### src/design/csnap_pkg.sv
// Constants, register map and helper functions for the conversion result snapshot block.
package csnap_pkg;

  // Register indices; byte address is four times the index
  localparam logic [5:0] IDX_CEIL      = 6'h01;
  localparam logic [5:0] IDX_FLOOR     = 6'h02;
  localparam logic [5:0] IDX_CFG       = 6'h04;
  localparam logic [5:0] IDX_PWR       = 6'h0b;
  localparam logic [5:0] IDX_STATUS    = 6'h20;
  localparam logic [5:0] IDX_PROX_LO   = 6'h21;
  localparam logic [5:0] IDX_PROX_HI   = 6'h22;
  localparam logic [5:0] IDX_FREQ_LO   = 6'h23;
  localparam logic [5:0] IDX_FREQ_MID  = 6'h24;
  localparam logic [5:0] IDX_FREQ_HI   = 6'h25;
  localparam logic [5:0] IDX_IRQ_STAT  = 6'h30;
  localparam logic [5:0] IDX_IRQ_MASK  = 6'h31;

  // Field positions
  localparam int RESP_LSB       = 0;
  localparam int RESP_W         = 3;
  localparam int PWR_ACTIVE_BIT = 0;
  localparam int STAT_DRDY_BIT  = 6;
  localparam int STAT_OSC_BIT   = 7;
  localparam int IRQ_NEW_BIT    = 0;
  localparam int IRQ_OVR_BIT    = 1;
  localparam int IRQ_CLIP_BIT   = 2;
  localparam int IRQ_W          = 3;

  // Reset values
  localparam logic [7:0] FLOOR_RST = 8'h14;
  localparam logic [7:0] CEIL_RST  = 8'h00;
  localparam logic [2:0] RESP_RST  = 3'h0;
  localparam logic [2:0] MASK_RST  = 3'h0;

  // Timing
  localparam int CLK_MHZ         = 20;
  localparam int RESP_BASE       = 192;
  localparam int RESP_DIVISOR    = 3;
  localparam int OSC_TIMEOUT_NS  = 10000;
  localparam logic [7:0] OSC_TIMEOUT_CYC = 8'((OSC_TIMEOUT_NS * CLK_MHZ + 999) / 1000);

  // Sensor periods per conversion: one third of the response time
  function automatic logic [15:0] resp_periods(input logic [2:0] code);
    logic [15:0] base;
    base = 16'(RESP_BASE / RESP_DIVISOR);
    resp_periods = base << code;
  endfunction

  // Impedance code to comparison level on the 16-bit measurement scale
  function automatic logic [15:0] code_level(input logic [7:0] code);
    code_level = {code, 8'h00};
  endfunction

endpackage : csnap_pkg

### src/design/csnap_conv_timer.sv
// Conversion timer: sensor edge counting, frequency counter and oscillator watchdog.
module csnap_conv_timer
  import csnap_pkg::*;
(
  input  wire logic        pclk,
  input  wire logic        presetn,
  input  wire logic        osc_in,
  input  wire logic        enable,
  input  wire logic [2:0]  resp_code,
  output logic             conv_done,
  output logic [23:0]      freq_count,
  output logic             osc_stopped
);

  typedef struct packed {
    logic [2:0]  sync;
    logic        lvl;
    logic [15:0] edges;
    logic [23:0] ref_cnt;
    logic [23:0] result;
    logic        done;
    logic [7:0]  idle;
    logic        stopped;
  } csnap_tmr_s;

  csnap_tmr_s r_reg;
  csnap_tmr_s r_next;

  always_comb begin
    logic rise;
    rise = 1'b0;
    r_next = r_reg;
    r_next.done = 1'b0;
    r_next.sync = {r_reg.sync[1:0], osc_in};
    // Level accepted only once the two late stages agree; first stage feeds only the second
    if (r_reg.sync[1] == r_reg.sync[2] && r_reg.sync[2] != r_reg.lvl) begin
      r_next.lvl = r_reg.sync[2];
      rise = r_reg.sync[2];
    end
    if (!enable) begin
      r_next.edges = 16'h0000;
      r_next.ref_cnt = 24'h000000;
      r_next.idle = 8'h00;
      r_next.stopped = 1'b0;
    end else begin
      // Saturate so a stalled sensor never wraps to a small, plausible count
      if (r_reg.ref_cnt != 24'hffffff) begin
        r_next.ref_cnt = r_reg.ref_cnt + 24'h000001;
      end
      if (rise) begin
        r_next.idle = 8'h00;
        r_next.stopped = 1'b0;
        if (r_reg.edges + 16'h0001 >= resp_periods(resp_code)) begin
          r_next.result = r_next.ref_cnt;
          r_next.ref_cnt = 24'h000000;
          r_next.edges = 16'h0000;
          r_next.done = 1'b1;
        end else begin
          r_next.edges = r_reg.edges + 16'h0001;
        end
      end else if (r_reg.idle != OSC_TIMEOUT_CYC) begin
        r_next.idle = r_reg.idle + 8'h01;
      end else begin
        r_next.stopped = 1'b1;
      end
    end
  end

  always_ff @(posedge pclk or negedge presetn) begin
    if (!presetn) begin
      r_reg <= '0;
    end else begin
      r_reg <= r_next;
    end
  end

  assign conv_done   = r_reg.done;
  assign freq_count  = r_reg.result;
  assign osc_stopped = r_reg.stopped;

endmodule // csnap_conv_timer

### src/design/csnap_top.sv
// APB register file and result snapshot logic of the inductive-sensing converter.
module csnap_top
  import csnap_pkg::*;
(
  input  wire logic        pclk,
  input  wire logic        presetn,
  input  wire logic        psel,
  input  wire logic        penable,
  input  wire logic        pwrite,
  input  wire logic [7:0]  paddr,
  input  wire logic [31:0] pwdata,
  output logic [31:0]      prdata,
  output logic             pready,
  output logic             pslverr,
  input  wire logic        osc_in,
  input  wire logic [15:0] rp_level,
  output logic             irq
);

  typedef struct packed {
    logic [2:0]  resp;
    logic        active;
    logic [7:0]  floor_code;
    logic [7:0]  ceil_code;
    logic [2:0]  irq_mask;
    logic [2:0]  irq_stat;
    logic        pend;
    logic [15:0] lat_prox;
    logic [23:0] lat_freq;
    logic [15:0] snap_prox;
    logic [23:0] snap_freq;
    logic [31:0] prdata;
    logic        pready;
    logic        pslverr;
    logic        irq;
  } csnap_top_s;

  csnap_top_s r_reg;
  csnap_top_s r_next;

  logic        conv_done;
  logic [23:0] freq_count;
  logic        osc_stopped;

  csnap_conv_timer u_timer (
    .pclk        (pclk),
    .presetn     (presetn),
    .osc_in      (osc_in),
    .enable      (r_reg.active),
    .resp_code   (r_reg.resp),
    .conv_done   (conv_done),
    .freq_count  (freq_count),
    .osc_stopped (osc_stopped)
  );

  function automatic logic is_mapped(input logic [5:0] idx);
    case (idx)
      IDX_CEIL, IDX_FLOOR, IDX_CFG, IDX_PWR, IDX_STATUS,
      IDX_PROX_LO, IDX_PROX_HI, IDX_FREQ_LO, IDX_FREQ_MID, IDX_FREQ_HI,
      IDX_IRQ_STAT, IDX_IRQ_MASK: is_mapped = 1'b1;
      default: is_mapped = 1'b0;
    endcase
  endfunction

  always_comb begin
    logic [5:0]  idx;
    logic        setup;
    logic        wr;
    logic        rd_done;
    logic [15:0] lo_lim;
    logic [15:0] hi_lim;
    logic [15:0] clipped;
    logic        clip_evt;
    logic [2:0]  evt;
    logic [7:0]  rbyte;
    idx      = paddr[7:2];
    setup    = psel && !penable;
    wr       = psel && penable && r_reg.pready && pwrite;
    rd_done  = psel && penable && r_reg.pready && !pwrite;
    lo_lim   = code_level(r_reg.floor_code);
    hi_lim   = code_level(r_reg.ceil_code);
    clipped  = rp_level;
    clip_evt = 1'b0;
    evt      = 3'h0;
    rbyte    = 8'h00;
    r_next   = r_reg;

    // Measurement held inside the programmed window
    if (rp_level < lo_lim) begin
      clipped  = lo_lim;
      clip_evt = 1'b1;
    end else if (rp_level > hi_lim) begin
      clipped  = hi_lim;
      clip_evt = 1'b1;
    end

    // Finished conversions wait in a holding stage, invisible to software
    if (conv_done) begin
      r_next.lat_prox = clipped;
      r_next.lat_freq = freq_count;
      r_next.pend     = 1'b1;
      evt[IRQ_NEW_BIT]  = 1'b1;
      evt[IRQ_OVR_BIT]  = r_reg.pend;
      evt[IRQ_CLIP_BIT] = clip_evt;
    end

    // Only the start of a low-proximity read moves data into the visible set
    if (setup && !pwrite && idx == IDX_PROX_LO && r_next.pend) begin
      r_next.snap_prox = r_next.lat_prox;
      r_next.snap_freq = r_next.lat_freq;
      r_next.pend      = 1'b0;
    end

    // Register writes take effect at the access edge
    if (wr) begin
      case (idx)
        IDX_CEIL:     r_next.ceil_code  = pwdata[7:0];
        IDX_FLOOR:    r_next.floor_code = pwdata[7:0];
        IDX_CFG:      r_next.resp       = pwdata[RESP_LSB +: RESP_W];
        IDX_PWR:      r_next.active     = pwdata[PWR_ACTIVE_BIT];
        IDX_IRQ_MASK: r_next.irq_mask   = pwdata[IRQ_W-1:0];
        default:      r_next.active     = r_next.active;
      endcase
    end

    // Read clears the sticky status, but an event in the same cycle survives
    if (rd_done && idx == IDX_IRQ_STAT) begin
      r_next.irq_stat = evt;
    end else begin
      r_next.irq_stat = r_reg.irq_stat | evt;
    end

    // Read data formed in the setup cycle so it comes from a flip-flop
    case (idx)
      IDX_CEIL:     rbyte = r_next.ceil_code;
      IDX_FLOOR:    rbyte = r_next.floor_code;
      IDX_CFG:      rbyte = {5'h00, r_next.resp};
      IDX_PWR:      rbyte = {7'h00, r_next.active};
      IDX_STATUS: begin
        rbyte = 8'h00;
        rbyte[STAT_DRDY_BIT] = !r_next.pend;
        rbyte[STAT_OSC_BIT]  = osc_stopped;
      end
      IDX_PROX_LO:  rbyte = r_next.snap_prox[7:0];
      IDX_PROX_HI:  rbyte = r_next.snap_prox[15:8];
      IDX_FREQ_LO:  rbyte = r_next.snap_freq[7:0];
      IDX_FREQ_MID: rbyte = r_next.snap_freq[15:8];
      IDX_FREQ_HI:  rbyte = r_next.snap_freq[23:16];
      // Includes an event landing in the setup cycle, which the access edge then clears
      IDX_IRQ_STAT: rbyte = {5'h00, r_next.irq_stat};
      IDX_IRQ_MASK: rbyte = {5'h00, r_next.irq_mask};
      default:      rbyte = 8'h00;
    endcase

    r_next.pready = setup;
    if (setup) begin
      r_next.pslverr = !is_mapped(idx);
      r_next.prdata  = pwrite ? 32'h00000000 : {24'h000000, rbyte};
    end else if (!psel) begin
      r_next.pslverr = 1'b0;
    end
    r_next.irq = |(r_next.irq_stat & r_next.irq_mask);
  end

  always_ff @(posedge pclk or negedge presetn) begin
    if (!presetn) begin
      r_reg            <= '0;
      r_reg.floor_code <= FLOOR_RST;
      r_reg.ceil_code  <= CEIL_RST;
      r_reg.resp       <= RESP_RST;
      r_reg.irq_mask   <= MASK_RST;
    end else begin
      r_reg <= r_next;
    end
  end

  assign prdata  = r_reg.prdata;
  assign pready  = r_reg.pready;
  assign pslverr = r_reg.pslverr;
  assign irq     = r_reg.irq;

endmodule // csnap_top

### config.mk
export PLATFORM = sky130hd
export DESIGN_NAME = csnap_top
export DESIGN_NICKNAME = d
export VERILOG_FILES = /design/src/design/csnap_pkg.sv /design/src/design/csnap_conv_timer.sv /design/src/design/csnap_top.sv
export SDC_FILE = /design/constraint.sdc
export NUM_CORES = 1
export LEC_CHECK = 0
export BUFFER_PORTS_ARGS = -buffer_cell sky130_fd_sc_hd__buf_2
export CORE_MARGIN = 2
export CORE_UTILIZATION = 60
export CTS_CLUSTER_SIZE = 40
export DETAILED_ROUTE_END_ITERATION = 6
export PLACE_DENSITY_LB_ADDON = 0.15
export RECOVER_POWER = 50
export SLEW_MARGIN = 0
export SYNTH_ARGS = -nofsm -noshare
export SYNTH_HDL_FRONTEND = slang
export SYNTH_HIERARCHICAL = 1
export SYNTH_SLANG_ARGS = --single-unit
### constraint.sdc
create_clock -name pclk -period 4 [get_ports pclk]
set_input_delay 0 -clock pclk [delete_from_list [all_inputs] [get_ports pclk]]
set_output_delay 0 -clock pclk [all_outputs]
set_load 0.02 [all_outputs]
* Word-level counts from Yosys, hierarchy flattened *
Cells that the tools add are included.

operators by class
  add/subtract/negate cells = 3
  order comparisons = 3
  equality and inequality tests = 20
  shifts and indexed selects = 1
  multiplexer cells = 32
  bitwise gates (word level) = 2
  reductions and logical operators = 17

operators by type and width
  cell                                              number
  case mux 8 bit (12 select lines)                  1
  2-to-1 mux 40 bit                                 2
  2-to-1 mux 65 bit                                 1
  2-to-1 mux 49 bit                                 1
  equality test 6 bit, second input constant        8
  2-to-1 mux 16 bit                                 3
  2-to-1 mux 41 bit                                 1
  2-to-1 mux 8 bit                                  4
  adder 24 x 1 -> 24 bit, second input constant     1
  2-to-1 mux 24 bit                                 1
  inequality test 24 bit, second input constant     1
  2-to-1 mux 23 bit                                 1
  2-to-1 mux 9 bit                                  2
  adder 16 x 1 -> 16 bit, second input constant     1
  >= comparator 16 bit                              1
  > comparator 16 bit                               1
  < comparator 16 bit                               1
  left shift 7 x 3 -> 16 bit, first input constant  1
  2-to-1 mux 3 bit                                  4
  OR reduction 12 bit                               1
  2-to-1 mux 1 bit                                  11
  logical AND 1 bit                                 10
  adder 8 x 1 -> 8 bit, second input constant       1
  inequality test 8 bit, second input constant      1
  other kinds (14)                                  18

storage, ports and cells
  bits in registers = 220
  input port bits = 62
  output and inout port bits = 35
  word-level logic and storage cells = 101

* Logic depth before layout (Yosys ltp) *
Gate-level depths: netlist of run 1.

  word-level depth = 9
  mapped depth = 13
  depth with buffers taken out = 12

* Modules after synthesis *
Netlist of run 1, hierarchy kept.

modules (own cells, without submodules)
  module            times used  cells an instance  area an instance (µm²)  seq. area each (µm²)
  csnap_top         1           597                6341.1                  2955.3
  csnap_conv_timer  1           411                4000.1                  1951.9

* Worst setup path before layout of run 1 *
Ideal clock, no wire load.

  path type = reg2reg
  from = register u_timer/r_reg[64] (netlist bit)
  to = register u_timer/r_reg[63] (netlist bit)
  arrival = 2892 ps
  required time = 3924 ps
  slack = 1032 ps
  stages on the path, launching flop included = 12
  buffers on the path = 0
  cells stage by stage = dfrtp_1 > and3_2 > and3_1 > and2_0 > xor2_1 > ha_1 > a21oi_1 > a31oi_1 > or4_4 > nand2b_1 > or3_1 > o21ai_1

on the way
  word-level cells in the longest chain between the ends = 5

RTL lines
  item                    RTL line                RTL
  start, declared         csnap_conv_timer.sv:26  csnap_tmr_s r_reg;
  start signal, assigned  csnap_conv_timer.sv:73  r_reg <= r_next;
  adder 16 x 1 -> 16 bit  csnap_conv_timer.sv:53  if (r_reg.edges + 16'h0001 >= resp_periods(resp_code)) begin
  >= comparator 16 bit    csnap_conv_timer.sv:53
  2-to-1 mux 16 bit       csnap_conv_timer.sv:53
  2-to-1 mux 65 bit       csnap_conv_timer.sv:50  if (rise) begin
  2-to-1 mux 40 bit       csnap_conv_timer.sv:40  if (!enable) begin

Every way passes these cells. The select of a mux whose other input is x is not followed.
A chain may end at the register's enable or synchronous reset.

==> flow_summary.yaml, run 1 <==
cells_and_area:
  largest_reg_flops: 107
  fin_util: 0.654
  finalNonFillerCells: 1263
  nNetsFinal: 1114
  drive_gt1_frac: 0.173
  antenna_cells: 0
  mostFrequentLayoutCells: "dfrtp_1, nor2_1, nand2_1, mux2_2, a21oi_1"
  mostFrequentLayoutCell: "dfrtp_1"
  syn_to_final_growth_pct: 7.86
grt:
  gr-total-overflow: 0
  grt_util_all_layers: 0.260
  grt_pass1_vias: 7191
  grt_pass1_wl_um: 36900
  grt_antenna_before_repair: 0
  grt_max_degree: 125
detailed_routing:
  wire_per_inst_um: 18.0
  dr.first_iter.drc_count: 552
  vias: 7445
  via_per_inst: 5.89
  final_antenna_net_count: 0
  wirelength_um: 22700
  dr.pass1.iters: 6
  drc_errors: 0
floorplanning:
  ios: 97
  rows: 48
  start_util: 0.606
  die_w_um: 135
  die_h_um: 135
  core-area_um2: 17100
  die_area_um2: 18300
critical_path:
  crit_start: "u_timer/r_reg[64]"
  r2r_start: "u_timer/r_reg[64]"
  path_class: "reg2reg"
  critPathMaxFanout: 24
  end_kind: "flip-flop"
  rrSetupSlack_ps: 450
  reg2regPathDepth: 13
  cp-start-kind: "flip-flop"
  worstSetupEndpoint: "u_timer/r_reg[36]"
  cp_data_arrival_time_ps: 3860
  required_ps: 4310
  r2r-end: "u_timer/r_reg[36]"
logic_synthesis:
  ys.flop_type: "dfrtp_1"
  synth_seq_cells: 196
  synth-async-reset-ratio: 1.00
  syn_inst: 1008
  synth-edff-count: 0
  postSynthAreaPerCell_um2: 10.3
  ys_seq_area_frac: 0.475
  ys_warn_count: 6
  syn-cell-area_um2: 10300
  ys_types: 86
timing:
  max-slew-margin-rel: -1.03
  tightest_slew_ps: 3040
  period_share: 0.889
  fin_ws_ps: 445
  clock.fmax_ghz: 0.281
  holdWs_ps: 68.0
  tns_ps: 0
  rsz0062_at_grt: "no"
  fin_skew_ps: 17.5
  layout_min_cycle_time_ps: 3550
  finalHoldViolations: 0
  slew_viol_final: 125
  setup_viol: 0
power_and_ir_drop:
  p_sw_uw: 1330
  ir_worst_vdd_mv: 0.334
  seqPwrFrac: 0.491
  clkPwrFrac: 0.383
  switching_share: 0.287
  leakage_uw: 0.00505
  p_comb_frac: 0.126
  p_int_uw: 3310
  power.density_nw_per_um2: 415
hold_path:
  worstHoldStart: "rp_level[9]"
  worstHoldPathCells: 4
  hp-class: "in2reg"
placed_design:
  gp_congestion: 0.916
  place_ws_ps: 474
  portBuffers: 46
  placed_cells: 1211
  dp_hpwl_um: 15900
clock_network:
  cts-root-buf: "clkbuf_16"
  cts_setup_buffers: 0
  ctsHtreeMaxLevel: 4
  cts.sinks: 196
  cts_tree: "yes"
  clk_pin_slew_worst_paths_ps: 80
  post_cts_resized: 0
  cts_buffers: 17
  clk_latency_ps: 440
  clock_path_buffers: 2
run_status:
  failed_checks: "capacitance limit, slew limit"
  status: "finished, violations left"
flow_run:
  drv_cap: 1
[routing by layer]
metal / GRT usage / up-vias / routed length [um]
met5: 0 / - / 0
met4: 0.0851 / 0 / 497
met3: 0.0441 / 33 / 829
met2: 0.418 / 177 / 11100
met1: 0.362 / 3663 / 10300
li1: - / 3572 / -
[timing repair]
item | CTS | global route
setup endpoints to repair | 0 | 0
hold buffers | 20 | 0
hold endpoints to repair | 161 | 0
[through the flow]
stage | power, uW | cell area, um^2
3_3_place_gp | 2850 | 10400
4_1_cts | 4660 | 11200
5_1_grt | 4850 | 11200
2_1_floorplan | 2730 | 10400
3_5_place_dp | 2870 | 10400
6_report | 4630 | 11200
[how the worst min path moves through the flow]
stage,to
3_3_place_gp,u_timer/r_next[76]
2_1_floorplan,irq
6_report,r_reg[108]
5_1_grt,r_reg[110]
4_1_cts,r_reg[110]
3_5_place_dp,u_timer/r_next[76]
[synth_stat cells, drive strengths merged, types with 7 or more instances]
| cell type | n | area share |
|---|---|---|
| nand3 | 41 | 0.020 |
| mux2 | 64 | 0.070 |
| nand4 | 15 | 0.0097 |
| o211ai | 10 | 0.0073 |
| a21oi | 51 | 0.025 |
| a31oi | 21 | 0.013 |
| clkbuf | 24 | 0.0087 |
| nor2 | 92 | 0.034 |
| ha | 27 | 0.033 |
| dfrtp | 194 | 0.47 |
| buf | 78 | 0.057 |
| inv | 33 | 0.012 |
| nor3 | 13 | 0.0068 |
| mux2i | 9 | 0.0087 |
| xnor2 | 23 | 0.019 |
| o21ai | 55 | 0.032 |
| and3 | 15 | 0.0092 |
| a22o | 13 | 0.011 |
| a211oi | 7 | 0.0056 |
| o221ai | 7 | 0.0059 |
| and2 | 14 | 0.0085 |
| xor2 | 12 | 0.010 |
| nand2 | 81 | 0.030 |
[logic make-up (layout without fill, tap and decap cells)]
kind of cell / Yosys count / after routing / share of synthesized area
and+or+nand+nor: 329 / 329 / 0.164
AOI/OAI and AO/OA: 211 / 211 / 0.142
DFF: 196 / 196 / 0.475
buffers and inverters: 135 / 142 / 0.0778
muxes: 73 / 73 / 0.0784
xor gates and xnor gates: 35 / 35 / 0.0296
adders and majority gates: 28 / 28 / 0.0336
other: 1 / 24 / 0.000363
[power groups by stage]
stage / combinational [uW] / sequential, uW / clock [uW]
2_1_floorplan: 452 / 2280 / 0
3_3_place_gp: 547 / 2300 / 0
3_5_place_dp: 567 / 2310 / 0
4_1_cts: 591 / 2270 / 1800
5_1_grt: 659 / 2300 / 1890
6_report: 585 / 2270 / 1780
[critical path: stages, from the launching register on]
cell,delay [ps]
dfrtp_1,490
and3_2,240
and3_1,160
and2_0,280
nand3_1,170
xnor2_1,160
ha_1,290
nand2_1,70
a2111oi_0,490
nor3_1,170
and2_1,320
a21oi_2,180
buf_4,280
nor3_1,110
[layout make-up]
cell class,count,area (um^2)
Tap cell,225,282
Inverter,33,124
Clock buffer,19,453
Sequential cell,196,4910
Clock inverter,13,178
Multi-Input combinational cell,700,4720
Timing Repair Buffer,77,490
Fill cell,1381,5900
Note: power is estimated with default switching activity, not from simulation.
==> run 2: changes to the inputs <==
--- a/config.mk
+++ b/config.mk
@@ -12,6 +12,7 @@
 export DETAILED_ROUTE_END_ITERATION = 6
 export PLACE_DENSITY_LB_ADDON = 0.15
 export RECOVER_POWER = 50
+export REMOVE_ABC_BUFFERS = 1
 export SLEW_MARGIN = 0
 export SYNTH_ARGS = -nofsm -noshare
 export SYNTH_HDL_FRONTEND = slang
==> run 2 against run 1 <==
Net effect:
- the run still ends with capacitance limit, slew limit left
- final area about the same
- sequential share of layout area hardly changed
- register-to-register slack worse by 50 ps
- first-iteration DRC count shrank 0.36%
- die area did not move
- final cell count increased by 0.24%
- flip-flop and latch count unchanged
- power down 1.6%
==> flow_summary.yaml, run 2 (synthesis gave the netlist of run 1 again) <==
floorplanning:
  die_w_um: 135
  die_h_um: 135
  ios: 97
  start_util: 0.606
  rows: 48
  die_area_um2: 18300
  core-area_um2: 17100
placed_design:
  portBuffers: 46
  gp_congestion: 0.898
  placed_cells: 1213
  place_ws_ps: 271
  dp_hpwl_um: 15800
grt:
  gr-total-overflow: 0
  grt_util_all_layers: 0.261
  grt_pass1_vias: 7166
  grt_pass1_wl_um: 37400
  grt_max_degree: 109
  grt_antenna_before_repair: 1
clock_network:
  cts_buffers: 17
  clk_pin_slew_worst_paths_ps: 80
  clk_latency_ps: 440
  cts.sinks: 196
  clock_path_buffers: 2
  cts-root-buf: "clkbuf_16"
  cts_tree: "yes"
  cts_setup_buffers: 0
  ctsHtreeMaxLevel: 4
run_status:
  failed_checks: "capacitance limit, slew limit"
  status: "finished, violations left"
timing:
  fin_skew_ps: 15.4
  fin_ws_ps: 399
  tightest_slew_ps: 2690
  clock.fmax_ghz: 0.278
  layout_min_cycle_time_ps: 3600
  slew_viol_final: 109
  period_share: 0.900
  rsz0062_at_grt: "no"
  setup_viol: 0
  holdWs_ps: 51.4
  tns_ps: 0
  finalHoldViolations: 0
  max-slew-margin-rel: -0.790
critical_path:
  r2r-end: "u_timer/r_reg[49]"
  rrSetupSlack_ps: 400
  end_kind: "flip-flop"
  critPathMaxFanout: 24
  path_class: "reg2reg"
  crit_family: "simple AND/OR/NAND/NOR gates"
  cp-start-kind: "flip-flop"
  cp_data_arrival_time_ps: 3910
  crit_slowest_cell: "dfrtp_1"
  r2r_start: "u_timer/r_reg[64]"
  required_ps: 4310
  max_stage_delay_ps: 490
  reg2regPathDepth: 13
  path_cells: "and3_2, and3_1, and2_0, nand3_1, xnor2_1, ha_1, nand2_1, a2111oi_1, nor3_1, and2_1, a21oi_2, buf_4, nor2_1"
  worst-path-buf-inv: 1
cells_and_area:
  finalNonFillerCells: 1266
  mostFrequentLayoutCells: "dfrtp_1, nor2_1, nand2_1, mux2_2, a21oi_1"
  mostFrequentLayoutCell: "dfrtp_1"
  syn_to_final_growth_pct: 7.84
  largest_reg_flops: 107
  nNetsFinal: 1116
  drive_gt1_frac: 0.172
detailed_routing:
  wirelength_um: 23000
  wire_per_inst_um: 18.1
  dr.pass1.iters: 6
  dr.first_iter.drc_count: 550
  vias: 7472
  final_antenna_net_count: 0
  via_per_inst: 5.90
  drc_errors: 0
hold_path:
  worstHoldStart: "pwrite"
  whs_endpoint: "r_reg[116]"
  hp-class: "in2reg"
  worstHoldPathCells: 5
power_and_ir_drop:
  leakage_uw: 0.00503
  total_power_uw: 4560
  power.density_nw_per_um2: 409
  ir_worst_vdd_mv: 0.308
flow_run:
  drv_cap: 1
[run 2: tightest hold or removal path, stage by stage]
cell	delay (ps)
buf_2	130
nor2_1	50
nand3_1	110
nand2_1	70
nand2_1	80
[run 2: worst max-delay path by stage]
stage / from / to / slack (ps) / cells after the start
5_1_grt: u_timer/r_reg[62] / u_timer/r_reg[49] / 20 / 13
3_5_place_dp: u_timer/r_reg[64] / u_timer/r_reg[36] / 270 / 13
4_1_cts: u_timer/r_reg[62] / u_timer/r_reg[49] / 260 / 13
3_3_place_gp: u_timer/r_reg[64] / u_timer/r_reg[36] / 490 / 13
6_report: u_timer/r_reg[64] / u_timer/r_reg[49] / 400 / 13
2_1_floorplan: u_timer/conv_done / prdata[7] / -1000 / 6
[run 2: layout make-up]
| cell class | count | area (um^2) |
|---|---|---|
| inverter | 33 | 124 |
| sequential | 196 | 4910 |
| multi-input combinational | 700 | 4720 |
| timing repair buffer | 79 | 517 |
| clock inverter | 14 | 169 |
| fill | 1377 | 5900 |
| clock buffer | 18 | 429 |
| tap | 225 | 282 |
| antenna | 1 | 2.50 |
[run 2: through the flow]
step           instance area [um^2]   util
6_report                      11200  0.654
5_1_grt                       11100  0.654
4_1_cts                       11200  0.656
3_5_place_dp                  10400  0.609
3_3_place_gp                  10400  0.609
2_1_floorplan                  9750      -
[run 2: per-layer routing]
| metal | part of all wire | global-route usage |
|---|---|---|
| met5 | 0 | 0 |
| met4 | 0.018 | 0.0718 |
| met3 | 0.041 | 0.0445 |
| met2 | 0.47 | 0.414 |
| met1 | 0.47 | 0.373 |
[run 2: where the power goes]
group	switching, uW	internal [uW]
logic	347	219
registers	127	2150
clock network	828	892
total	1300	3260
[run 2: timing repair]
action,4_1_cts,5_1_grt
hold buffers,20,0
endpoints found under the setup margin,0,26
resized for setup,0,1
endpoints found under the hold margin,144,0
==> run 3: changes to the inputs <==
--- a/config.mk
+++ b/config.mk
@@ -7,7 +7,7 @@
 export LEC_CHECK = 0
 export BUFFER_PORTS_ARGS = -buffer_cell sky130_fd_sc_hd__buf_2
 export CORE_MARGIN = 2
-export CORE_UTILIZATION = 60
+export CORE_UTILIZATION = 63
 export CTS_CLUSTER_SIZE = 40
 export DETAILED_ROUTE_END_ITERATION = 6
 export PLACE_DENSITY_LB_ADDON = 0.15
==> constraint.sdc (replaced) <==
create_clock -name pclk -period 4.41 [get_ports pclk]
set_input_delay 0 -clock pclk [delete_from_list [all_inputs] [get_ports pclk]]
set_output_delay 0 -clock pclk [all_outputs]
set_load 0.02 [all_outputs]
==> run 3 against run 2 <==
Net effect:
- the flow still finishes with violations (capacitance limit, slew limit)
- non-clock buffer count down 4
- critical path depth unchanged
- sequential share of layout area up 0.25 points
- global-route usage up 0.83 points
- combinational power down 9.0%
- fmax up 0.26%
- clock power down 9.9%
- wire length down 1.2%
- critical path type unchanged
==> flow_summary.yaml, run 3 (synthesis gave the netlist of run 1 again) <==
run_status:
  status: "finished, violations left"
  failed_checks: "capacitance limit, slew limit"
critical_path:
  cp-start-kind: "flip-flop"
  required_ps: 4720
  cp_data_arrival_time_ps: 3900
  path_class: "reg2reg"
  worst-path-buf-inv: 1
  max_stage_delay_ps: 500
  crit_family: "simple AND/OR/NAND/NOR gates"
  path_cells: "and3_2, and3_1, and2_0, nand3_1, xnor2_1, ha_1, nand2_1, a2111oi_0, nor3_1, and2_1, a21oi_2, buf_4, nor3_1"
  end_kind: "flip-flop"
  cp_common_cell: "nor3_1"
  critPathMaxFanout: 24
  r2r_start: "u_timer/r_reg[64]"
  crit_start: "u_timer/r_reg[64]"
  crit_slowest_cell: "a2111oi_0"
timing:
  max-slew-margin-rel: -1.07
  holdWs_ps: 41.5
  slew_viol_final: 127
  setup_viol: 0
  layout_min_cycle_time_ps: 3590
  period_share: 0.814
  fin_skew_ps: 14.6
  finalHoldViolations: 0
  rsz0062_at_grt: "no"
  tightest_slew_ps: 3110
  clock.fmax_ghz: 0.278
cells_and_area:
  nFillCells: 1210
  largest_reg_flops: 107
  finalNonFillerCells: 1253
  fin_util: 0.695
  nNetsFinal: 1112
  syn_to_final_growth_pct: 7.22
  multi_input_area_um2: 4720
  mostFrequentLayoutCell: "dfrtp_1"
  mostFrequentLayoutCells: "dfrtp_1, nor2_1, nand2_1, mux2_2, a21oi_1"
  drive_gt1_frac: 0.167
  area.sequential_um2: 4910
detailed_routing:
  highest_layer: "met4"
  wl_met2_um: 10900
  via_per_inst: 5.95
  dr.pass1.iters: 5
  met3_length_um: 1230
  wire_per_inst_um: 18.1
  drc_errors: 0
  drt-met1-wl_um: 10200
  vias: 7459
  wirelength_um: 22700
  dr.first_iter.drc_count: 593
  final_antenna_net_count: 0
placed_design:
  gp_congestion: 0.864
  dp_hpwl_um: 15500
  portBuffers: 46
  placed_cells: 1200
clock_network:
  ctsHoldBuffers: 20
  ctsHtreeMaxLevel: 4
  clk_latency_ps: 440
  cts_buffers: 17
  cts-root-buf: "clkbuf_16"
  post_cts_resized: 0
  clk_pin_slew_worst_paths_ps: 80
  cts.sinks: 196
  cts_setup_buffers: 0
  cts_tree: "yes"
  clock_path_buffers: 2
floorplanning:
  start_util: 0.649
  rows: 46
  die_area_um2: 17500
  die_h_um: 132
  core-area_um2: 15900
  die_w_um: 132
  ios: 97
power_and_ir_drop:
  power.density_nw_per_um2: 372
  total_power_uw: 4130
  ir_worst_vdd_mv: 0.345
  leakage_uw: 0.00502
flow_run:
  drv_cap: 1
grt:
  grt_max_degree: 127
  grt_util_all_layers: 0.269
  grt_pass1_vias: 7312
  gr-total-overflow: 0
  grt_antenna_before_repair: 1
  grt_pass1_wl_um: 37400
hold_path:
  hp-class: "in2reg"
  worstHoldStart: "rp_level[13]"
==> run 3: worst paths after layout <==
check / end / slack (ps) / cells after the start
min in group asynchronous: u_timer/r_reg[7] / 1100 / 2
setup reg to reg: u_timer/r_reg[36] / 820 / 13
hold reg to reg: u_timer/r_next[77] / 370 / 0
max in group asynchronous: u_timer/r_reg[61] / 1180 / 3
setup / recovery: u_timer/r_reg[36] / 820 / 13
hold / removal: r_reg[112] / 40 / 4
==> run 3: cell type report <==
type	instances	share of cell area
inverter	33	0.0112
timing repair buffer	75	0.0432
antenna	1	0.000226
multi-input combinational	700	0.426
sequential	196	0.443
clock inverter	15	0.0143
tap	216	0.0244
clock buffer	17	0.0384
==> run 3: worst register-to-register path, stage by stage, from the launching register on <==
cell and delay, ps:
dfrtp_1 470, and3_2 230, and3_1 180, and2_0 270
nand3_1 150, xnor2_1 150, ha_1 300, nand2_1 70
a2111oi_0 510, nor3_1 200, and2_1 340, a21oi_2 190
buf_4 290, nor3_1 120
==> run 3: stage by stage <==
stage | cell area, um^2 | setup TNS, ps | worst slack (ps)
finish | 11100 | 0 | 818
floorplan | 9750 | -3520 | -587
global placement | 10300 | 0 | 874
global route | 11100 | 0 | 419
detailed placement | 10300 | 0 | 833
CTS | 11100 | 0 | 801
==> run 3: routing by layer <==
layer  global-route usage  up-vias
met4               0.0779        0
met3               0.0634       25
met1                0.371     3652
li1                     -     3558
met5                    0        -
met2                0.428      224
==> run 3: report_power, final <==
group / total [uW] / internal [uW] / switching (uW)
registers: 2070 / 1950 / 117
clock network: 1550 / 806 / 743
logic: 515 / 199 / 316
total: 4130 / 2950 / 1180
